==> src/rtl/spac_defs.svh <==
// Register map, bit positions and sizes of the serial audio port
`ifndef SPAC_DEFS_SVH
`define SPAC_DEFS_SVH
// Word offsets on the bus
`define SPAC_A_CTRL   8'h00
`define SPAC_A_CTRL2  8'h04
`define SPAC_A_STAT   8'h08
`define SPAC_A_DATA   8'h0c
// Main control register fields
`define SPAC_C_ON     0
`define SPAC_C_MASTER 1
`define SPAC_C_IDLEHI 2
`define SPAC_C_PHASE  3
`define SPAC_C_FRAME  4
`define SPAC_C_EVTEN  5
`define SPAC_C_WM_LO  6
`define SPAC_C_WM_HI  7
`define SPAC_C_DV_LO  8
`define SPAC_C_DV_HI  15
// Second control register fields
`define SPAC_C2_SEXT  15
`define SPAC_C2_FEEN  12
`define SPAC_C2_OVEN  11
`define SPAC_C2_UREN  10
`define SPAC_C2_IGOV  9
`define SPAC_C2_IGUR  8
`define SPAC_C2_AUD   7
`define SPAC_C2_MONO  3
`define SPAC_C2_FM_LO 0
`define SPAC_C2_FM_HI 1
`define SPAC_C2_MASK  16'h9f8b
`define SPAC_C2_LOCK  16'h008b
// Status register fields
`define SPAC_S_ROV    0
`define SPAC_S_TUR    1
`define SPAC_S_FERR   2
`define SPAC_S_RXNE   3
`define SPAC_S_TXFULL 4
`define SPAC_S_HALT   5
`define SPAC_S_BUSY   6
// Word widths in bits and FIFO depths per width
`define SPAC_WB8      6'h08
`define SPAC_WB16     6'h10
`define SPAC_WB32     6'h20
`define SPAC_D8       5'h10
`define SPAC_D16      5'h08
`define SPAC_D32      5'h04
`endif

==> src/rtl/spac_pkg.sv <==
// Types shared by the serial audio port modules
package spac_pkg;
  // Port engine states, one-hot
  typedef enum logic [2:0] {
    SPAC_ST_IDLE = 3'b001,
    SPAC_ST_RUN  = 3'b010,
    SPAC_ST_HALT = 3'b100
  } spac_state_type;
  // Audio formats
  typedef enum logic [1:0] {
    SPAC_FMT_I2S = 2'b00,
    SPAC_FMT_LJ  = 2'b01,
    SPAC_FMT_RJ  = 2'b10,
    SPAC_FMT_PCM = 2'b11
  } spac_fmt_type;
endpackage

==> src/rtl/spac_top.sv <==
// Serial port with audio formats, Wishbone registers and two FIFOs
// ---------------------------------------------------------------
// Notes on behaviour
// - Master drives bit clock, slave follows it
// - Idle polarity and sample edge select format
// - Framed mode marks each word start
// - Word width is 8, 16 or 32 bits
// - Separate FIFOs, depth 16/8/4 by width
// - Optional event on every finished word
// - Runs regardless of processor low-power states
// - Receive read sign-extends when enabled, else zero-fills
// - Frame error event only when enabled
// - Receive overflow event only when enabled
// - Transmit underrun event only when enabled
// - Ignored overflow keeps FIFO, otherwise halts
// - Ignored underrun sends zeros, otherwise halts
// - Audio enable selects codec protocol operation
// - Mono sends each word on both channels
// - Format 00 I2S, 01 LJ, 10 RJ, 11 PCM
// - Audio bits writable only while port off
// - Mono and format count only in audio mode
// - Unused control-two bits read zero
// ---------------------------------------------------------------
//
// Our own choices: the Wishbone register port and the placing of the registers.
`timescale 1ns/1ps
`include "spac_defs.svh"
module spac_top import spac_pkg::*; (
  // Clock and reset
  input  wire logic        clk_i,
  input  wire logic        rst_i,
  // Wishbone slave
  input  wire logic        wb_cyc_i,
  input  wire logic        wb_stb_i,
  input  wire logic        wb_we_i,
  input  wire logic [7:0]  wb_adr_i,
  input  wire logic [3:0]  wb_sel_i,
  input  wire logic [31:0] wb_dat_i,
  output logic      [31:0] wb_dat_o,
  output logic             wb_ack_o,
  // Serial link pins
  input  wire logic        sck_i,
  output logic             sck_o,
  output logic             sck_oe_o,
  input  wire logic        sdi_i,
  output logic             sdo_o,
  input  wire logic        fs_i,
  output logic             fs_o,
  output logic             fs_oe_o,
  // Events
  output logic             err_irq_o,
  output logic             word_evt_o
);
  // -------------------------------------------------------------
  // State
  // -------------------------------------------------------------
  typedef struct packed {
    spac_state_type st;
    logic [15:0]    ctrl;
    logic [15:0]    ctrl2;
    logic           rx_overflow;
    logic           tx_underrun;
    logic           ferr;
    logic           sck;
    logic           sck_oe;
    logic           sck_prev;
    logic           fs;
    logic           fs_oe;
    logic [7:0]     divc;
    logic [31:0]    tx_sr;
    logic [31:0]    rx_sr;
    logic [31:0]    last_tx;
    logic [5:0]     bits;
    logic           need_load;
    logic           chan;
    logic           ack;
    logic [31:0]    rdat;
    logic           irq;
    logic           evt;
  } spac_regs_type;
  spac_regs_type q, d;

  // Synchronised pins and FIFO handshakes
  logic        sck_s, sdi_s, fs_s;
  logic        tx_push, tx_ready, tx_ne, tx_pop;
  logic        rx_push, rx_ready, rx_ne, rx_pop;
  logic [31:0] tx_rd, rx_rd, rx_wd;
  logic [4:0]  lim;

  // Decoded controls
  logic         on, master, idle, phase, framed, audio, mono;
  logic [1:0]   wmode;
  logic [5:0]   wbits;
  logic [7:0]   div;
  spac_fmt_type fmt;
  logic         req, lvl, go, tick, lead, trail, smp, shf;
  logic         imm, load, done;
  logic [31:0]  word, wmask;

  // -------------------------------------------------------------
  // Helpers
  // -------------------------------------------------------------
  // Left-align a word so the first bit out is always bit 31
  function automatic logic [31:0] align(input logic [31:0] w,
                                        input logic [1:0]  m);
    case (m)
      2'b00:   align = {w[7:0], 24'h000000};
      2'b01:   align = {w[15:0], 16'h0000};
      default: align = w;
    endcase
  endfunction

  // Receive word as software sees it
  function automatic logic [31:0] extend(input logic [31:0] w,
                                         input logic [1:0]  m,
                                         input logic        s);
    case (m)
      2'b00:   extend = {{24{s & w[7]}}, w[7:0]};
      2'b01:   extend = {{16{s & w[15]}}, w[15:0]};
      default: extend = w;
    endcase
  endfunction

  // -------------------------------------------------------------
  // Submodules
  // -------------------------------------------------------------
  // Link clock is sampled, not used as a clock
  spac_sync #(.W(3)) u_sync (
    .clk_i (clk_i),
    .rst_i (rst_i),
    .a_i   ({sck_i, sdi_i, fs_i}),
    .s_o   ({sck_s, sdi_s, fs_s})
  );

  spac_fifo #(.DW(32), .DEPTH(16)) u_txf (
    .clk_i      (clk_i),
    .rst_i      (rst_i),
    .clear_i    (~on),
    .lim_i      (lim),
    .wr_valid_i (tx_push),
    .wr_data_i  (wb_dat_i),
    .wr_ready_o (tx_ready),
    .rd_valid_o (tx_ne),
    .rd_data_o  (tx_rd),
    .rd_ready_i (tx_pop)
  );

  spac_fifo #(.DW(32), .DEPTH(16)) u_rxf (
    .clk_i      (clk_i),
    .rst_i      (rst_i),
    .clear_i    (~on),
    .lim_i      (lim),
    .wr_valid_i (rx_push),
    .wr_data_i  (rx_wd),
    .wr_ready_o (rx_ready),
    .rd_valid_o (rx_ne),
    .rd_data_o  (rx_rd),
    .rd_ready_i (rx_pop)
  );

  // -------------------------------------------------------------
  // Decode
  // -------------------------------------------------------------
  assign on     = q.ctrl[`SPAC_C_ON];
  assign master = q.ctrl[`SPAC_C_MASTER];
  assign idle   = q.ctrl[`SPAC_C_IDLEHI];
  assign phase  = q.ctrl[`SPAC_C_PHASE];
  assign framed = q.ctrl[`SPAC_C_FRAME];
  assign wmode  = q.ctrl[`SPAC_C_WM_HI:`SPAC_C_WM_LO];
  assign div    = q.ctrl[`SPAC_C_DV_HI:`SPAC_C_DV_LO];
  assign audio  = q.ctrl2[`SPAC_C2_AUD];
  // Audio sub-settings are dead outside audio mode
  assign mono   = audio & q.ctrl2[`SPAC_C2_MONO];
  assign fmt    = spac_fmt_type'(audio ?
                  q.ctrl2[`SPAC_C2_FM_HI:`SPAC_C2_FM_LO] : 2'b00);

  // Word width and matching FIFO depth
  always_comb begin
    case (wmode)
      2'b00: begin
        wbits = `SPAC_WB8;
        lim   = `SPAC_D8;
      end
      2'b01: begin
        wbits = `SPAC_WB16;
        lim   = `SPAC_D16;
      end
      default: begin
        wbits = `SPAC_WB32;
        lim   = `SPAC_D32;
      end
    endcase
  end

  // -------------------------------------------------------------
  // Bit clock edges
  // -------------------------------------------------------------
  // Master waits at a word boundary; first bit settles before its edge
  assign go    = ~(q.need_load & (q.sck == idle) & (imm | ~(tx_ne | audio)));
  assign tick  = master & (q.st == SPAC_ST_RUN) & go & (q.divc == div);
  assign lvl   = master ? q.sck : sck_s;
  assign lead  = master ? tick & (q.sck == idle)
               : (sck_s != q.sck_prev) & (q.sck_prev == idle);
  assign trail = master ? tick & (q.sck != idle)
               : (sck_s != q.sck_prev) & (q.sck_prev != idle);
  // Phase picks which edge samples and which shifts
  assign smp   = (q.st == SPAC_ST_RUN) & (phase ? trail : lead);
  assign shf   = (q.st == SPAC_ST_RUN) & (phase ? lead : trail);
  // With leading-edge sampling the first bit must be out early
  assign imm   = ~phase & (lvl == idle) & (q.bits == 6'h00) & tx_ne;
  assign load  = (q.st == SPAC_ST_RUN) & q.need_load & (shf | imm);
  assign done  = smp & ((q.bits + 6'h01) == wbits);
  assign rx_wd = {q.rx_sr[30:0], sdi_s};
  assign req   = wb_cyc_i & wb_stb_i & ~q.ack;
  assign wmask = {{8{wb_sel_i[3]}}, {8{wb_sel_i[2]}},
                  {8{wb_sel_i[1]}}, {8{wb_sel_i[0]}}};

  // -------------------------------------------------------------
  // Next state
  // -------------------------------------------------------------
  always_comb begin
    d          = q;
    d.ack      = req;
    d.evt      = 1'b0;
    d.sck_prev = sck_s;
    tx_push    = 1'b0;
    tx_pop     = 1'b0;
    rx_push    = 1'b0;
    rx_pop     = 1'b0;
    word       = 32'h00000000;

    // Bus access, answered on the next edge
    if (req) begin
      d.rdat = 32'h00000000;
      case (wb_adr_i)
        `SPAC_A_CTRL: begin
          d.rdat = {16'h0000, q.ctrl};
          if (wb_we_i) begin
            d.ctrl = (q.ctrl & ~wmask[15:0]) | (wb_dat_i[15:0] & wmask[15:0]);
          end
        end
        `SPAC_A_CTRL2: begin
          d.rdat = {16'h0000, q.ctrl2};
          if (wb_we_i) begin
            // Audio bits frozen while the port runs
            d.ctrl2 = (q.ctrl2 & ~(wmask[15:0] & `SPAC_C2_MASK
                      & (on ? ~`SPAC_C2_LOCK : 16'hffff)))
                    | (wb_dat_i[15:0] & wmask[15:0] & `SPAC_C2_MASK
                      & (on ? ~`SPAC_C2_LOCK : 16'hffff));
          end
        end
        `SPAC_A_STAT: begin
          d.rdat[`SPAC_S_ROV]    = q.rx_overflow;
          d.rdat[`SPAC_S_TUR]    = q.tx_underrun;
          d.rdat[`SPAC_S_FERR]   = q.ferr;
          d.rdat[`SPAC_S_RXNE]   = rx_ne;
          d.rdat[`SPAC_S_TXFULL] = ~tx_ready;
          d.rdat[`SPAC_S_HALT]   = (q.st == SPAC_ST_HALT);
          d.rdat[`SPAC_S_BUSY]   = ~q.need_load | (q.bits != 6'h00);
          // Write one to clear; a same-cycle event wins below
          if (wb_we_i & wb_sel_i[0]) begin
            d.rx_overflow  = q.rx_overflow & ~wb_dat_i[`SPAC_S_ROV];
            d.tx_underrun  = q.tx_underrun & ~wb_dat_i[`SPAC_S_TUR];
            d.ferr = q.ferr & ~wb_dat_i[`SPAC_S_FERR];
          end
        end
        `SPAC_A_DATA: begin
          if (wb_we_i) begin
            tx_push = 1'b1;                             // dropped if full
          end else begin
            rx_pop = rx_ne;
            d.rdat = extend(rx_rd, wmode,
                            q.ctrl2[`SPAC_C2_SEXT]);
          end
        end
        default: d.rdat = 32'h00000000;
      endcase
    end

    // Master bit clock divider
    if (master & (q.st == SPAC_ST_RUN) & go) begin
      d.divc = (q.divc == div) ? 8'h00 : q.divc + 8'h01;
    end
    if (tick) begin
      d.sck = ~q.sck;
    end

    // Transmit side: load a word or shift one bit
    if (load) begin
      d.need_load = 1'b0;
      if (mono & q.chan) begin
        word = q.last_tx;
      end else if (tx_ne) begin
        tx_pop = 1'b1;
        word   = tx_rd;
      end else if (master & ~audio) begin
        d.need_load = 1'b1;                             // wait, no error
      end else begin
        d.tx_underrun = 1'b1;
        word  = 32'h00000000;
        if (~q.ctrl2[`SPAC_C2_IGUR]) begin
          d.st = SPAC_ST_HALT;
        end
      end
      if (~d.need_load) begin
        d.tx_sr   = align(word, wmode);
        d.last_tx = word;
      end
    end else if (shf) begin
      d.tx_sr = {q.tx_sr[30:0], 1'b0};
    end

    // Receive side: sample one bit, close the word
    if (smp) begin
      d.rx_sr = rx_wd;
      d.bits  = q.bits + 6'h01;
      // Slave in framed mode checks the word mark
      if (framed & ~master & ~audio &
          ((q.bits == 6'h00) != fs_s)) begin
        d.ferr = 1'b1;
      end
    end
    if (done) begin
      d.bits      = 6'h00;
      d.need_load = 1'b1;
      d.evt       = q.ctrl[`SPAC_C_EVTEN];
      d.chan      = audio & ~q.chan;
      if (rx_ready) begin
        rx_push = 1'b1;
      end else begin
        // New word dropped, stored words kept
        d.rx_overflow = 1'b1;
        if (~q.ctrl2[`SPAC_C2_IGOV]) begin
          d.st = SPAC_ST_HALT;
        end
      end
    end

    // Frame sync drive for master
    case (fmt)
      SPAC_FMT_I2S: d.fs = audio & d.chan;
      SPAC_FMT_LJ:  d.fs = ~d.chan;
      SPAC_FMT_RJ:  d.fs = ~d.chan;
      SPAC_FMT_PCM: d.fs = ~d.chan & (d.bits == 6'h00) & ~d.need_load;
      default:      d.fs = 1'b0;
    endcase
    if (~audio) begin
      d.fs = framed & (d.bits == 6'h00) & ~d.need_load;
    end
    d.fs_oe  = master & on & (framed | audio);
    d.sck_oe = master & on;

    // Engine state; no sleep input gates it
    case (q.st)
      SPAC_ST_IDLE: begin
        d.sck       = idle;
        d.divc      = 8'h00;
        d.bits      = 6'h00;
        d.need_load = 1'b1;
        d.chan      = 1'b0;
        d.tx_sr     = 32'h00000000;
        if (on) begin
          d.st = SPAC_ST_RUN;
        end
      end
      SPAC_ST_RUN: begin
        if (~on) begin
          d.st = SPAC_ST_IDLE;
        end
      end
      SPAC_ST_HALT: begin
        d.sck = idle;
        if (~on) begin
          d.st = SPAC_ST_IDLE;
        end
      end
      default: d.st = SPAC_ST_IDLE;
    endcase

    // One error request from the enabled sticky flags
    d.irq = (d.ferr & q.ctrl2[`SPAC_C2_FEEN])
          | (d.rx_overflow & q.ctrl2[`SPAC_C2_OVEN])
          | (d.tx_underrun & q.ctrl2[`SPAC_C2_UREN]);
  end

  // -------------------------------------------------------------
  // Registers
  // -------------------------------------------------------------
  always_ff @(posedge clk_i) begin
    if (rst_i) begin
      q     <= '0;
      q.st  <= SPAC_ST_IDLE;
    end else begin
      q <= d;
    end
  end

  // All outputs straight from flops
  assign wb_ack_o   = q.ack;
  assign wb_dat_o   = q.rdat;
  assign sck_o      = q.sck;
  assign sck_oe_o   = q.sck_oe;
  assign sdo_o      = q.tx_sr[31];
  assign fs_o       = q.fs;
  assign fs_oe_o    = q.fs_oe;
  assign err_irq_o  = q.irq;
  assign word_evt_o = q.evt;
endmodule

==> src/rtl/spac_sync.sv <==
// Two-flop synchroniser for inputs from outside the clock domain
`timescale 1ns/1ps
module spac_sync import spac_pkg::*; #(
  parameter int W = 1
) (
  // Clock and reset
  input  wire logic         clk_i,
  input  wire logic         rst_i,
  // Async in, synced out
  input  wire logic [W-1:0] a_i,
  output logic      [W-1:0] s_o
);
  typedef struct packed {
    logic [W-1:0] s1;
    logic [W-1:0] s2;
  } spac_sync_type;
  spac_sync_type q, d;

  // First stage feeds only the second
  always_comb begin
    d    = q;
    d.s1 = a_i;
    d.s2 = q.s1;
  end

  always_ff @(posedge clk_i) begin
    if (rst_i) begin
      q <= '0;
    end else begin
      q <= d;
    end
  end

  assign s_o = q.s2;
endmodule

==> src/rtl/spac_fifo.sv <==
// Word FIFO whose usable depth follows the selected word width
`timescale 1ns/1ps
module spac_fifo import spac_pkg::*; #(
  parameter int DW    = 32,
  parameter int DEPTH = 16
) (
  // Clock and reset
  input  wire logic          clk_i,
  input  wire logic          rst_i,
  // Control
  input  wire logic          clear_i,
  input  wire logic [4:0]    lim_i,
  // Fill side
  input  wire logic          wr_valid_i,
  input  wire logic [DW-1:0] wr_data_i,
  output logic               wr_ready_o,
  // Drain side
  output logic               rd_valid_o,
  output logic [DW-1:0]      rd_data_o,
  input  wire logic          rd_ready_i
);
  localparam int AW = $clog2(DEPTH);
  typedef struct packed {
    logic [DEPTH-1:0][DW-1:0] mem;
    logic [AW-1:0]            wp;
    logic [AW-1:0]            rp;
    logic [4:0]               cnt;
  } spac_fifo_type;
  spac_fifo_type q, d;
  logic wr, rd;

  // Capacity is the width-dependent limit, not the array size
  assign wr_ready_o = (q.cnt < lim_i);
  assign rd_valid_o = (q.cnt != 5'h00);
  assign rd_data_o  = q.mem[q.rp];
  assign wr = wr_valid_i & wr_ready_o;
  assign rd = rd_ready_i & rd_valid_o;

  // Pointer and count update
  always_comb begin
    d = q;
    if (wr) begin
      d.mem[q.wp] = wr_data_i;
      d.wp        = q.wp + 1'b1;
    end
    if (rd) begin
      d.rp = q.rp + 1'b1;
    end
    d.cnt = q.cnt + {4'h0, wr} - {4'h0, rd};
    if (clear_i) begin
      d.wp  = '0;
      d.rp  = '0;
      d.cnt = 5'h00;
    end
  end

  always_ff @(posedge clk_i) begin
    if (rst_i) begin
      q <= '0;
    end else begin
      q <= d;
    end
  end
endmodule

==> config.mk <==
export PLATFORM = sky130hd
export DESIGN_NAME = spac_top
export DESIGN_NICKNAME = d
export VERILOG_FILES = /design/src/rtl/spac_pkg.sv /design/src/rtl/spac_top.sv /design/src/rtl/spac_sync.sv /design/src/rtl/spac_fifo.sv
export VERILOG_INCLUDE_DIRS = /design/src /design/src/rtl
export SDC_FILE = /design/constraint.sdc
export NUM_CORES = 2
export LEC_CHECK = 0
export ABC_CLOCK_PERIOD_IN_PS = 5000
export BUFFER_PORTS_ARGS = -buffer_cell sky130_fd_sc_hd__buf_4
export CAP_MARGIN = 20
export CORE_MARGIN = 1.5
export CORE_UTILIZATION = 55
export CTS_CLUSTER_SIZE = 40
export DETAILED_ROUTE_END_ITERATION = 10
export PLACE_DENSITY = 0.74
export SYNTH_ARGS = -nofsm -noshare
export SYNTH_HDL_FRONTEND = slang
export SYNTH_HIERARCHICAL = 1
export SYNTH_SLANG_ARGS = --single-unit
==> constraint.sdc <==
create_clock -name clk_i -period 5 [get_ports clk_i]
set_input_delay 1.5 -clock clk_i [delete_from_list [all_inputs] [get_ports clk_i]]
set_output_delay 1.5 -clock clk_i [all_outputs]
set_load 0.02 [all_outputs]
==> flow_summary.ini <==
[worst_setup_path]
worstSetupStartpointType = flop
crit_slowest_cell = or4b_2
critPathTopFamily = simple AND/OR/NAND/NOR gates
cp_max_fo = 6
setup.worst_path.end_class = flop
slowest_delay_ns = 0.62
path_cells = inv_1 > ha_1 > or4b_2 > inv_2 > or3_1 > o31ai_2 > o41ai_1 > buf_4 > nand3_4 > a211oi_4 > and2_1 > nand2_1 > a21oi_1 > inv_1 > ha_1 > inv_1 > ha_1 > inv_1 > fa_1 > inv_1 > a21oi_1 > nor2_1 > or3_1 > a21oi_1
critical_path_required_ns = 5.65
timing.rr.start = u_txf/q[2]
critPathBufInv = 7
timing.critical_path.from = u_txf/q[2]
arrival_ns = 5.31
r2r_slack_ns = 0.34
crit_top_cell = inv_1
crit_type = flop to flop

[synth]
netlist_instances = 5267
synth-xor-area-share_pct = 0.740
syn_area_sq_mm = 0.0557
synth_top_family_by_area = multiplexers
yosysMostFrequentCell = nor2_1
seq_area_frac_synth_pct = 44.6
ys_top_cells_by_count = 1241 x nor2_1, 1239 x dfxtp_1, 1107 x mux2i_1
ys_dominant_reg_cell = dfxtp_1
yosys_register_bits = 1239
ys_warn_count = 6
muxShareOfSynthArea_pct = 30.3
synth_top_area_share_pct = 44.6
avgSynthCellArea_sq_um = 10.6
synthDistinctLibCells = 74
synth_fa_ha_area_share_pct = 0.881
synth_edf_count = 0
synth_compound_area_share_pct = 6.38
synthTopCellsByArea = dfxtp_1 45%, mux2i_1 20%, mux4_2 10%, nor2_1 8.4%, a22oi_1 1.9%
synthSimpleGateAreaFrac_pct = 11.5
ys_async_sr_fraction_pct = 0
synth_top_cell_by_area = dfxtp_1

[grt]
grt_pass1_vias = 37138
grt_max_degree = 207
gr-total-overflow = 0
grt_first_pass_wirelength_microns = 216000
grt_util_all_layers_pct = 26.6
antenna_found_initial = 5

[die]
die_width_microns = 321
die_h_microns = 321
dieArea_sq_mm = 0.103
initial_core_util_pct = 55.6
core_area_sq_mm = 0.100
core.rowCount = 116
pin_count = 92

[layout]
layout-drive-gt1-share_pct = 14.8
postLayoutCellArea_sq_mm = 0.0606
final_nets = 5179
syn_to_final_growth_pct = 8.85

[placed_design]
place_hpwl_microns = 80600
gp_congestion = 0.870
numPortBuffers = 89
place_area_sq_mm = 0.0564

[drt]
dr.pass1.iters = 6
vias_per_cell = 5.91
drtIter0Drc = 3311
drc_errors = 0
finalWirelength_microns = 141000
final_antenna_net_count = 0
post_drt_wl_per_cell_microns = 21.7
vias = 38348

[clocking]
ctsHoldBuffers = 0
h-tree-depth = 3
cts.clk_slew.worst_paths_ns = 0.06
cts_tree = built
cts_buffer_depth = 3
post_cts_resize_count = 0
root_buffer = clkbuf_16
cts_setup_buffers = 0
clk-insertion-delay-late_ns = 0.72
cts.sinks = 1239
cts_buffers = 120

[power_and_ir_drop]
ir_drop_uv = 299
power.density_mw_per_mm2 = 325
p_leak_nw = 19.9

[timing]
min_period_ns = 4.66
skew_ns = 0.0246
finalHoldViolCount = 0
tightest_slew_ns = 1.10
post-route-period-util_pct = 93.2
fin_hold_ws_ns = 0.438
max_freq_ghz = 0.214
slew_violations = 0
rsz0062_at_grt = false
finalSetupViolations = 0
finalSetupTns_ns = 0
relSlewSlack_pct = 26.4

[min_path]
hold_start = u_sync/d[2]
hp-class = flop to flop

[flow_run]
cap_violations = 0

[run_status]
status = complete, no violations
registers in the layout (all words and copies together), names as in the netlist, 3 cells and up, named ones only:
name        flops
q             120
u_rxf/q       525
u_sync/d        3
u_sync/s_o      3
u_txf/q       525
wb_dat_o       32
placed cells by master (no fill, tap or decap), types with 17 or more instances in the layout:
cell type and count:
nor2_1 1239, buf_12 29, a22oi_1 138, nand2_1 184, nor3_1 17, clkbuf_8 34
xnor2_1 22, a2111oi_4 24, clkbuf_16 122, o21ai_0 43, inv_1 45, clkinv_2 26
a211oi_2 22, mux2i_1 1107, a311oi_1 17, ha_1 36, dfxtp_1 1235, buf_4 169
xor2_1 25, a21oi_1 112, nand3_1 55, mux4_2 256
kinds of logic (layout without fill, tap and decap cells):
family / after synthesis / in the layout
muxes: 1366 / 1366
DFF: 1239 / 1239
and+or+nand+nor: 1594 / 1594
buffers and inverters: 548 / 470
AOI/OAI and AO/OA: 434 / 434
adders and majority gates: 38 / 38
xor gates and xnor gates: 47 / 47
other: 1 / 5
worst paths after layout:
| check | end | depth (start not counted) |
|---|---|---|
| setup / recovery | u_rxf/q[4] | 24 |
| hold / removal | u_sync/s_o[2] | 1 |
| setup reg to reg | u_rxf/q[4] | 24 |
| hold reg to reg | u_sync/s_o[2] | 1 |
layer usage:
metal | vias up | global-route usage [%] | wire length (microns)
met5 | - | 0 | 48
met4 | 8 | 10.3 | 5180
met3 | 270 | 4.28 | 8130
met2 | 1070 | 45.2 | 68100
met1 | 19002 | 34.0 | 59100
li1 | 17998 | - | -
where the power goes:
part           leakage [nW]  total [mW]  internal, mW  switching, mW
Clock                  2.08        9.50          5.55           3.96
Combinational          7.84       0.330        0.0663          0.264
Sequential             9.98        9.88          9.87        0.00518
Total                  19.9        19.7          15.5           4.23
final cells by class:
class / count / area, sq um
Fill cell: 8065 / 39600
Clock buffer: 171 / 3580
Multi-Input combinational cell: 3483 / 27900
Tap cell: 1298 / 1620
Inverter: 46 / 173
Sequential cell: 1239 / 24800
Timing Repair Buffer: 199 / 1860
Clock inverter: 54 / 633
Antenna cell: 1 / 2.50
stage by stage:
step / total power [mW] / setup slack (ns) / util (%) / instances
after detailed placement: 10.4 / 0.381 / 56.3 / 6265
after floorplan: 10.3 / 0.316 / - / 5270
after global routing: 20.3 / 0.0521 / 60.5 / 6490
after CTS: 19.8 / 0.361 / 60.5 / 6490
after global placement: 10.4 / 0.384 / 56.3 / 6265
final: 19.7 / 0.338 / 60.5 / 6491
Power figures use the tool's default switching activity.
